==> config.mk <==
export PLATFORM = sky130hd
export DESIGN_NAME = sad_core
export DESIGN_NICKNAME = d
export VERILOG_FILES = /design/src/inc/sad_pkg.sv /design/src/verilog/sad_classify.sv /design/src/verilog/sad_core.sv /design/src/verilog/sad_permit.sv
export SDC_FILE = /design/constraint.sdc
export NUM_CORES = 1
export LEC_CHECK = 0
export BUFFER_PORTS_ARGS = -buffer_cell sky130_fd_sc_hd__buf_2
export CORE_AREA = 4 4 180 182
export CTS_CLUSTER_SIZE = 16
export DETAILED_ROUTE_END_ITERATION = 8
export DIE_AREA = 0 0 184 186
export PLACE_DENSITY = 0.7
export SYNTH_ARGS = -nofsm -noshare
export SYNTH_HDL_FRONTEND = slang
export SYNTH_SLANG_ARGS = --single-unit
==> constraint.sdc <==
create_clock -name CLK_I -period 4.23 [get_ports CLK_I]
set_input_delay 0.423 -clock CLK_I [delete_from_list [all_inputs] [get_ports CLK_I]]
set_output_delay 0.423 -clock CLK_I [all_outputs]
set_load 0.01 [all_outputs]
==> src/inc/sad_pkg.sv <==
// Constants, types and helpers shared by the segment access decode block
package sad_pkg;
   // Address windows
   localparam logic [63:0] IO_LO = 64'h8001_0000_0000_0000;
   localparam logic [63:0] IO_HI = 64'h8001_6700_0000_03ff;
   localparam logic [63:0] MEM_LO = 64'h8000_0000_0000_0000;
   localparam logic [63:0] MEM_HI = 64'h8000_0004_1fff_ffff;
   localparam logic [63:0] SPAD_LO = 64'hffff_ffff_ffff_8000;
   localparam logic [63:0] SPAD_HI = 64'hffff_ffff_ffff_9fff;
   localparam logic [63:0] SWIN_LO = 64'hffff_ffff_ffff_a000;
   localparam logic [63:0] SWIN_HI = 64'hffff_ffff_ffff_bfff;
   localparam logic [63:0] DMA_ADDR = 64'hffff_ffff_ffff_a200;
   // Unmapped segment tag and field positions
   localparam logic [1:0] XKPHYS_TAG = 2'h2;
   localparam int XK_IO_BIT = 48;
   localparam int UNIT_MSB = 46;
   localparam int UNIT_LSB = 40;
   localparam int SEXT_BIT = 31;
   // Privilege modes
   localparam logic [1:0] MODE_KERNEL = 2'h0;
   localparam logic [1:0] MODE_SUPER = 2'h1;
   localparam logic [1:0] MODE_USER = 2'h2;
   // Error causes
   localparam logic [2:0] CAUSE_NONE = 3'h0;
   localparam logic [2:0] CAUSE_PRIV = 3'h1;
   localparam logic [2:0] CAUSE_NOPOP = 3'h2;
   localparam logic [2:0] CAUSE_SWIN = 3'h3;
   // Register offsets and control fields
   localparam logic [3:0] REG_CTRL = 4'h0;
   localparam logic [3:0] REG_STAT = 4'h4;
   localparam int CTL_UIO = 0;
   localparam int CTL_UMEM = 1;
   localparam int CTL_SWK = 2;
   localparam int CTL_SWS = 3;
   localparam int CTL_SWU = 4;
   localparam int CTL_UX = 5;
   localparam int CTRL_W = 6;
   localparam logic [5:0] CTRL_RST = 6'h00;
   localparam int CNT_W = 16;
   // Segment classes
   typedef enum logic [2:0] {SEG_OTHER, SEG_XKIO, SEG_XKMEM, SEG_SPAD, SEG_SWIN} sad_seg_e;
   // Inclusive range test
   function automatic logic sad_in_range(input logic [63:0] a, input logic [63:0] lo,
                                         input logic [63:0] hi);
      sad_in_range = (a >= lo) && (a <= hi);
   endfunction
endpackage

==> src/verilog/sad_classify.sv <==
// Address extension and segment classification
`timescale 1ns/1ps
`default_nettype none
module sad_classify #(
   parameter logic [127:0] IO_UNIT_MASK = {128{1'b1}},
   parameter logic [63:0] MEM_TOP = sad_pkg::MEM_HI
) (
   input wire logic [63:0] addr_i,
   input wire logic addr32_i,
   output logic [63:0] eff_addr_o,
   output sad_pkg::sad_seg_e seg_o,
   output logic populated_o,
   output logic dma_addr_o
);
   import sad_pkg::*;

   // Extension, class and population decode
   always_comb begin
      if (addr32_i) begin
         eff_addr_o = {{32{addr_i[SEXT_BIT]}}, addr_i[SEXT_BIT:0]};
      end else begin
         eff_addr_o = addr_i;
      end
      dma_addr_o = (eff_addr_o == DMA_ADDR);
      seg_o = SEG_OTHER;
      populated_o = 1'b1;
      if (eff_addr_o[63:62] == XKPHYS_TAG) begin
         if (eff_addr_o[XK_IO_BIT]) begin
            seg_o = SEG_XKIO;
            populated_o = sad_in_range(eff_addr_o, IO_LO, IO_HI) &&
                          IO_UNIT_MASK[eff_addr_o[UNIT_MSB:UNIT_LSB]];
         end else begin
            seg_o = SEG_XKMEM;
            populated_o = sad_in_range(eff_addr_o, MEM_LO, MEM_TOP);
         end
      end else if (sad_in_range(eff_addr_o, SPAD_LO, SPAD_HI)) begin
         seg_o = SEG_SPAD;
      end else if (sad_in_range(eff_addr_o, SWIN_LO, SWIN_HI)) begin
         seg_o = SEG_SWIN;
         populated_o = dma_addr_o;
      end
   end
endmodule
`default_nettype wire

==> src/verilog/sad_core.sv <==
// Load/store segment decode, privilege gating and routing
//
// Our own choices: strobed register access and the register addresses.
`timescale 1ns/1ps
`default_nettype none
module sad_core #(
   parameter logic [127:0] IO_UNIT_MASK = {128{1'b1}},
   parameter logic [63:0] MEM_TOP = sad_pkg::MEM_HI
) (
   input wire logic CLK_I,
   input wire logic NRST_I,
   // Pipeline request
   input wire logic LS_VALID_I,
   input wire logic LS_STORE_I,
   input wire logic [1:0] LS_MODE_I,
   input wire logic [63:0] LS_ADDR_I,
   input wire logic LS_ADDR32_I,
   input wire logic [63:0] LS_WDATA_I,
   // Scratchpad read data, one cycle after read strobe
   input wire logic [63:0] SP_RDATA_I,
   // Register port
   input wire logic [3:0] REG_ADDR_I,
   input wire logic [31:0] REG_WDATA_I,
   input wire logic REG_WR_I,
   input wire logic REG_RD_I,
   output logic [31:0] REG_RDATA_O,
   // Routed requests
   output logic IO_REQ_O,
   output logic MEM_REQ_O,
   output logic TLB_REQ_O,
   output logic SP_RD_O,
   output logic SP_WR_O,
   output logic DMA_START_O,
   output logic STORE_O,
   output logic [63:0] PA_O,
   output logic [63:0] WDATA_O,
   // Address error
   output logic ERR_O,
   output logic [2:0] ERR_CAUSE_O,
   // Scratchpad load answer
   output logic LD_VALID_O,
   output logic [63:0] LD_DATA_O
);
   import sad_pkg::*;

   // Whole state of the block
   typedef struct packed {
      logic [CTRL_W-1:0] ctrl;   // Enable bits
      logic [CNT_W-1:0] err_cnt; // Address errors seen
      logic [CNT_W-1:0] dma_cnt; // DMA launches seen
      logic [31:0] rdata;        // Register read data
      logic io_req;              // I/O space request
      logic mem_req;             // Memory request
      logic tlb_req;             // Translated path request
      logic sp_rd;               // Scratchpad read
      logic sp_wr;               // Scratchpad write
      logic dma;                 // Block DMA launch
      logic err;                 // Address error
      logic [2:0] cause;         // Error cause
      logic store;               // Access is a store
      logic [63:0] pa;           // Physical address
      logic [63:0] wdata;        // Store data
      logic rd_pend;             // Scratchpad data due
      logic ld_valid;            // Load answer valid
      logic [63:0] ld_data;      // Load answer data
   } sad_state_s;

   localparam sad_state_s ST_RST = '0;

   sad_state_s s_r;   // Registered state
   sad_state_s s_nxt; // Next state

   logic [63:0] eff_addr;  // Extended address
   sad_seg_e seg;          // Segment class
   logic populated;        // Address is backed
   logic dma_addr;         // Launch address hit
   logic allow;            // Privilege allows access
   logic swin_on;          // Window enable for mode

   // Address extension and classification
   sad_classify #(
      .IO_UNIT_MASK(IO_UNIT_MASK),
      .MEM_TOP(MEM_TOP)
   ) u_classify (
      .addr_i(LS_ADDR_I),
      .addr32_i(LS_ADDR32_I),
      .eff_addr_o(eff_addr),
      .seg_o(seg),
      .populated_o(populated),
      .dma_addr_o(dma_addr)
   );

   // Privilege check
   sad_permit u_permit (
      .mode_i(LS_MODE_I),
      .seg_i(seg),
      .user_io_segment_enable_i(s_r.ctrl[CTL_UIO]),
      .user_memory_segment_enable_i(s_r.ctrl[CTL_UMEM]),
      .special_window_enables_i(s_r.ctrl[CTL_SWU:CTL_SWK]),
      .user_64bit_i(s_r.ctrl[CTL_UX]),
      .allow_o(allow),
      .swin_on_o(swin_on)
   );

   // Next state
   always_comb begin
      s_nxt = s_r;
      // Pulses last one cycle
      s_nxt.io_req = 1'b0;
      s_nxt.mem_req = 1'b0;
      s_nxt.tlb_req = 1'b0;
      s_nxt.sp_rd = 1'b0;
      s_nxt.sp_wr = 1'b0;
      s_nxt.dma = 1'b0;
      s_nxt.err = 1'b0;
      s_nxt.ld_valid = 1'b0;
      s_nxt.rdata = '0;
      s_nxt.rd_pend = s_r.sp_rd;
      if (s_r.rd_pend) begin
         s_nxt.ld_valid = 1'b1;
         s_nxt.ld_data = SP_RDATA_I;
      end
      // Register writes
      if (REG_WR_I) begin
         case (REG_ADDR_I)
            REG_CTRL: s_nxt.ctrl = REG_WDATA_I[CTRL_W-1:0];
            REG_STAT: begin
               // Clear counters, new events below still count
               s_nxt.err_cnt = '0;
               s_nxt.dma_cnt = '0;
            end
            default: ;
         endcase
      end
      // Register reads, data only in next cycle
      if (REG_RD_I) begin
         case (REG_ADDR_I)
            REG_CTRL: s_nxt.rdata = {{(32-CTRL_W){1'b0}}, s_r.ctrl};
            REG_STAT: s_nxt.rdata = {s_r.dma_cnt, s_r.err_cnt};
            default: s_nxt.rdata = '0;
         endcase
      end
      // Access decode
      if (LS_VALID_I) begin
         s_nxt.pa = eff_addr;
         s_nxt.store = LS_STORE_I;
         s_nxt.wdata = LS_WDATA_I;
         s_nxt.cause = CAUSE_NONE;
         if (!allow) begin
            s_nxt.err = 1'b1;
            s_nxt.cause = CAUSE_PRIV;
         end else begin
            case (seg)
               SEG_XKIO: begin
                  if (populated) begin
                     s_nxt.io_req = 1'b1;
                  end else begin
                     s_nxt.err = 1'b1;
                     s_nxt.cause = CAUSE_NOPOP;
                  end
               end
               SEG_XKMEM: begin
                  if (populated) begin
                     s_nxt.mem_req = 1'b1;
                  end else begin
                     s_nxt.err = 1'b1;
                     s_nxt.cause = CAUSE_NOPOP;
                  end
               end
               SEG_SPAD: begin
                  if (!swin_on) begin
                     s_nxt.tlb_req = 1'b1;
                  end else if (LS_STORE_I) begin
                     s_nxt.sp_wr = 1'b1;
                  end else begin
                     s_nxt.sp_rd = 1'b1;
                  end
               end
               SEG_SWIN: begin
                  if (!swin_on) begin
                     s_nxt.tlb_req = 1'b1;
                  end else if (LS_STORE_I && dma_addr) begin
                     s_nxt.dma = 1'b1;
                  end else begin
                     s_nxt.err = 1'b1;
                     s_nxt.cause = CAUSE_SWIN;
                  end
               end
               default: s_nxt.tlb_req = 1'b1;
            endcase
         end
      end
      // Event counters
      if (s_nxt.err) begin
         s_nxt.err_cnt = s_nxt.err_cnt + 1'b1;
      end
      if (s_nxt.dma) begin
         s_nxt.dma_cnt = s_nxt.dma_cnt + 1'b1;
      end
   end

   // State register
   always_ff @(posedge CLK_I or negedge NRST_I) begin
      if (!NRST_I) begin
         s_r <= ST_RST;
      end else begin
         s_r <= s_nxt;
      end
   end

   // Outputs straight from state
   assign REG_RDATA_O = s_r.rdata;
   assign IO_REQ_O = s_r.io_req;
   assign MEM_REQ_O = s_r.mem_req;
   assign TLB_REQ_O = s_r.tlb_req;
   assign SP_RD_O = s_r.sp_rd;
   assign SP_WR_O = s_r.sp_wr;
   assign DMA_START_O = s_r.dma;
   assign STORE_O = s_r.store;
   assign PA_O = s_r.pa;
   assign WDATA_O = s_r.wdata;
   assign ERR_O = s_r.err;
   assign ERR_CAUSE_O = s_r.cause;
   assign LD_VALID_O = s_r.ld_valid;
   assign LD_DATA_O = s_r.ld_data;

   // Helper terms for the checks
   logic is_user;     // User mode request
   logic is_kern;     // Kernel mode request
   logic user_ux;     // User 64-bit addressing on
   logic any_route;   // Any routed request
   assign is_user = LS_VALID_I && (LS_MODE_I == MODE_USER);
   assign is_kern = LS_VALID_I && (LS_MODE_I == MODE_KERNEL);
   assign user_ux = s_r.ctrl[CTL_UX];
   assign any_route = IO_REQ_O || MEM_REQ_O || TLB_REQ_O || SP_RD_O || SP_WR_O || DMA_START_O;
endmodule
`default_nettype wire

==> src/verilog/sad_permit.sv <==
// Privilege gating per segment class and mode
`timescale 1ns/1ps
`default_nettype none
module sad_permit (
   input wire logic [1:0] mode_i,
   input wire sad_pkg::sad_seg_e seg_i,
   input wire logic user_io_segment_enable_i,
   input wire logic user_memory_segment_enable_i,
   input wire logic [2:0] special_window_enables_i,
   input wire logic user_64bit_i,
   output logic allow_o,
   output logic swin_on_o
);
   import sad_pkg::*;

   // Window enable pick and permission
   always_comb begin
      logic kern;
      logic user;
      kern = (mode_i == MODE_KERNEL);
      user = (mode_i == MODE_USER);
      case (mode_i)
         MODE_KERNEL: swin_on_o = special_window_enables_i[0];
         MODE_SUPER: swin_on_o = special_window_enables_i[1];
         MODE_USER: swin_on_o = special_window_enables_i[2];
         default: swin_on_o = 1'b0;
      endcase
      case (seg_i)
         SEG_XKIO: allow_o = kern || (user && user_io_segment_enable_i && user_64bit_i);
         SEG_XKMEM: allow_o = kern || (user && user_memory_segment_enable_i && user_64bit_i);
         SEG_SPAD, SEG_SWIN: allow_o = kern || swin_on_o;
         default: allow_o = 1'b1;
      endcase
   end
endmodule
`default_nettype wire
Yosys cells after proc, flatten, opt, wreduce, memory -nomap -nowiden
Memories as Yosys holds them, arrays and structs flattened.
Cells that the tools add are included.
{"block": "totals", "ff_bits": 275, "rom_bits": 128, "out_inout_bits": 236, "wordCells": 94, "memories": 1}
{"memory": "(no name shown)", "words": 128, "width": 1, "read_ports": 1, "rd_ports_with_merged_regs": 0, "wr": 0, "line_no": "sad_classify.sv:31", "rtl": "IO_UNIT_MASK[eff_addr_o[UNIT_MSB:UNIT_LSB]];"}
{"block": "classes", "add_sub_neg": 2, "n_lt_le_gt_ge": 9, "eq_ne": 9, "muxes": 37, "reduce_logical": 18}
{"operator": "$ge 64x64->1 const B", "count": 4}
{"operator": "$le 64x64->1 const B", "count": 4}
{"operator": "$mux 139", "count": 1}
{"operator": "$mux 32", "count": 3}
{"operator": "$mux 65", "count": 1}
{"operator": "$eq 64x64->1 const B", "count": 1}
{"operator": "$mux 64", "count": 1}
{"operator": "$pmux 32 s2", "count": 1}
{"operator": "$add 16x1->16 const B", "count": 2}
{"operator": "$mux 16", "count": 2}
{"operator": "$mux 1", "count": 13}
{"operator": "$mux 4", "count": 3}
{"operator": "$logic_and 1x1->1", "count": 10}
{"operator": "$mux 3", "count": 3}
{"operator": "$lt 7x8->1 const B", "count": 1}
{"operator": "$pmux 4 s2", "count": 1}
{"operator": "$eq 3x2->1 const B", "count": 2}
{"operator": "$mux 2", "count": 3}
{"operator": "$mux 6", "count": 1}
{"operator": "$pmux 1 s3", "count": 2}
{"operator": "$mux 5", "count": 1}
{"operator": "$eq 2x2->1 const B", "count": 2}
{"operator": "$eq 4x3->1 const B", "count": 1}
{"operator": "$logic_not 4->1", "count": 1}
{"operator": "8 further kinds", "count": 11}

Logic depth before layout (Yosys ltp)
{"block": "depth", "depth_word": 12, "ltp_mapped": 9, "depth_no_buf": 9}

Modules after synthesis
Synthesis repeated with hierarchy kept, for this count alone.
{"block": "unflattened", "cells_unflattened": 1145, "area_unflattened_um2": 13446.6}
{"mod": "sad_core", "n_inst": 1, "cells_each": 960, "area_each_um2": 12336.8}
{"mod": "sad_classify", "n_inst": 1, "cells_each": 172, "area_each_um2": 994.7}
{"mod": "sad_permit", "n_inst": 1, "cells_each": 13, "area_each_um2": 115.1}

Worst setup path before layout
No wires, ideal clock.
{"block": "synth_timing", "kind": "in2reg", "startpoint": "input port LS_ADDR_I[11]", "endpoint": "register s_r[245] in the netlist's numbering", "setup_ps": 125, "arrival_time_ps": 2171, "required_time_ps": 4105, "path_slack_ps": 1935, "path_stages": 7, "cell_sequence": "nor4_2 > nand4_1 > or2_1 > nor3_1 > nand2_1 > nor4_1 > mux2_2"}
{"element": "from (decl)", "line_no": "sad_core.sv:16", "rtl": "input wire logic [63:0] LS_ADDR_I,"}
{"element": "to (signal assigned)", "line_no": "sad_core.sv:207", "rtl": "s_r <= s_nxt;"}
{"element": "to (decl)", "line_no": "sad_core.sv:70", "rtl": "sad_state_s s_r;"}

==> metrics.yaml <==
slowest_delay_ns: 0.55
cts_made_buffers: 30
path_delay_family: "simple AND/OR/NAND/NOR gates"
synth_ff_type: "dfrtp_1"
synthTopCellsByArea: "dfrtp_1, mux2_2, buf_4"
h-tree-depth: 1
die_w_um: 184
port-buffer-count: 445
powerDensity_mw_per_mm2: 421
fin_skew_ns: 0.00988
whs_ns: 0.0918
synth_compound_area_frac: 0.0349
seqPwrFrac: 0.459
core_mm2: 0.0306
hold_class: "input port to flop"
vias: 8548
grt_first_pass_wirelength_um: 48600
p_sw_mw: 1.53
post_drt_wl_per_cell_um: 18.7
postCtsResizedCells: 0
finalCritPeriodShare: 0.597
status: "finished, final reports clean"
syn_nets: 1340
area_delta_synth_final_pct: 15.3
comb_power_share: 0.111
cts_hold_buf: 1
die_area_mm2: 0.0342
worstMarginPinSlew_ns: 1.23
grt.busiest_layer: "met2"
clock_latency_ns: 0.56
vias_per_cell: 4.93
drive_gt1_frac: 0.508
drt-total-wl_um: 32400
cp-end-kind: "flop"
yosys.area_share.simple: 0.115
grtUsageMet3: 0.0573
drtPass1Iterations: 5
die_y_um: 186
cts_tree: "done"
post-cts-setup-buffers: 0
fin_ws_ns: 1.70
fp-row-count: 64
finalSetupTns_ns: 0
required_ns: 4.67
netlist_top_cells_count: "dfrtp_1, buf_4, mux2_2"
grt_use_met1: 0.218
drc_errors: 0
fmaxAchievable_ghz: 0.396
antenna_found_initial: 9
synth.most_common_cell: "dfrtp_1"
synth_top_area_share: 0.530
start_kind: "input port"
slew_viol_final: 0
gr-usage-all-layers: 0.179
cts-root-buf: "clkbuf_16"
hold_viol: 0
avgSynthCellArea_um2: 11.8
synthCells: 1101
ioPinCount: 473
synthXorXnorAreaFrac: 0.00812
ys_seq_area_frac: 0.530
cts.sink_count: 274
maxSlewHeadroom: 0.178
synth_edf_count: 0
leakagePower_nw: 7.51
synthAdderAreaFrac: 0.00193
yosys.area.top_type: "dfrtp_1"
critPathBufInv: 1
path_max_fanout: 16
cap_violations: 0
synth_mux_area_frac: 0.163
synth_top_family_by_area: "multiplexers"
power_switching_share: 0.244
p_total_mw: 6.28
crit_type: "input port to flop"
min_period_ns: 2.53
start_util: 0.423
clk_pin_slew_ns: 0.06
critical_path.cell_chain: "buf_2 -> nand4_1 -> nor4_1 -> o211ai_1 -> or3_4 -> o21a_1 -> a21boi_2 -> mux2_1"
internal_power_mw: 4.75
grt_setup_unrepaired: "no"
synth_cell_types: 54
arrival_ns: 2.97
yosys_register_bits: 274
synth-async-reset-ratio: 1.00
cp_slowest_cell: "nor4_1"
setup_violations: 0
ir_worst_vdd_uv: 271
post-dp-hpwl_um: 24400
ant_nets: 0
cts_buffer_depth: 3
netlist_area_mm2: 0.0129
met2_usage: 0.311
gp_congestion: 0.845
grt_max_degree: 122
drt-initial-drc-count: 450
final_nets: 1553
clkPwrFrac: 0.430
globalRoute.totalOverflow: 0
grt_pass1_vias: 8599
yosysWarnings: 0
detailedPlace.worstSlack_ns: 1.04
-- layer usage --
layer	routed length [µm]	part of all wire
met1	12300	0.38
met2	16200	0.50
met3	3190	0.098
met4	674	0.021
met5	90	0.0028
-- final cells by class --
class / instances / area, µm²
fill: 2829 / 15700
sequential: 274 / 6860
multi-input combinational: 549 / 4170
timing repair buffer: 454 / 2330
clock buffer: 45 / 897
tap: 396 / 495
clock inverter: 9 / 145
inverter: 5 / 18.8
antenna: 1 / 2.50
-- power groups by stage --
stage / sequential, mW / combinational [mW] / clock, mW
final: 2.88 / 0.698 / 2.70
after floorplan: 2.90 / 0.512 / 0
after global routing: 2.90 / 0.767 / 2.89
after CTS: 2.88 / 0.711 / 2.78
after detailed placement: 2.93 / 0.708 / 0
after global placement: 2.92 / 0.694 / 0
-- per-stage QoR --
| stage | utilization | instances | instance area [µm²] |
|---|---|---|---|
| 6_report | 0.488 | 1733 | 14900 |
| 5_1_grt | 0.488 | 1732 | 14900 |
| 4_1_cts | 0.488 | 1732 | 14900 |
| 3_5_place_dp | 0.453 | 1677 | 13900 |
| 3_3_place_gp | 0.453 | 1677 | 13900 |
| 2_1_floorplan | - | 1101 | 12900 |
-- cells by family (layout without fill, tap and decap cells) --
kind of cell / count (synthesis) / in the layout
simple gates: 272 / 272
other cells: 1 / 2
fa+ha+maj: 2 / 2
xor+xnor: 12 / 12
mux: 189 / 189
flops: 274 / 274
buf+inv: 278 / 513
compound gates: 73 / 73
-- cell usage in the layout (no fill, tap or decap), types with 10 or more instances in the layout --
master | Yosys | routed
mux2i_1 | 20 | 20
and3_1 | 10 | 10
nor2_1 | 55 | 55
dfrtp_1 | 274 | 273
nand4_1 | 22 | 22
mux2_2 | 168 | 168
nand2_1 | 39 | 39
buf_2 | 1 | 443
a21oi_1 | 20 | 20
and2_1 | 32 | 32
clkbuf_16 | 0 | 30
a31oi_1 | 34 | 34
nand3_1 | 15 | 15
nor4_1 | 19 | 19
nand2b_1 | 46 | 46
-- final timing paths --
path | startpoint | to | slack (ns) | cells after the start
max in group asynchronous | NRST_I | WDATA_O[35]$_DFFE_PN0P_ | 2.58 | 3
min in group asynchronous | NRST_I | LD_DATA_O[33]$_DFFE_PN0P_ | 0.55 | 2
min | REG_WDATA_I[0] | s_r[269]$_DFFE_PN0P_ | 0.09 | 2
max | LS_ADDR_I[30] | s_r[254]$_DFF_PN0_ | 1.70 | 8
max reg2reg | s_r[273]$_DFFE_PN0P_ | s_r[254]$_DFF_PN0_ | 1.91 | 7
min reg2reg | s_r[252]$_DFF_PN0_ | s_r[252]$_DFF_PN0_ | 0.47 | 1
-- sequential cells by signal, summed over array words and instances (netlist names) --
| register | count |
|---|---|
| TLB_REQ_O | 1 |
| LD_VALID_O | 1 |
| IO_REQ_O | 1 |
| MEM_REQ_O | 1 |
| SP_RD_O | 1 |
| STORE_O | 1 |
| LD_DATA_O | 64 |
| PA_O | 64 |
| REG_RDATA_O | 32 |
| SP_WR_O | 1 |
| WDATA_O | 64 |
| s_r | 39 |
| DMA_START_O | 1 |
| ERR_O | 1 |
| ERR_CAUSE_O | 2 |
No activity file was read; power rests on OpenSTA's default activity.
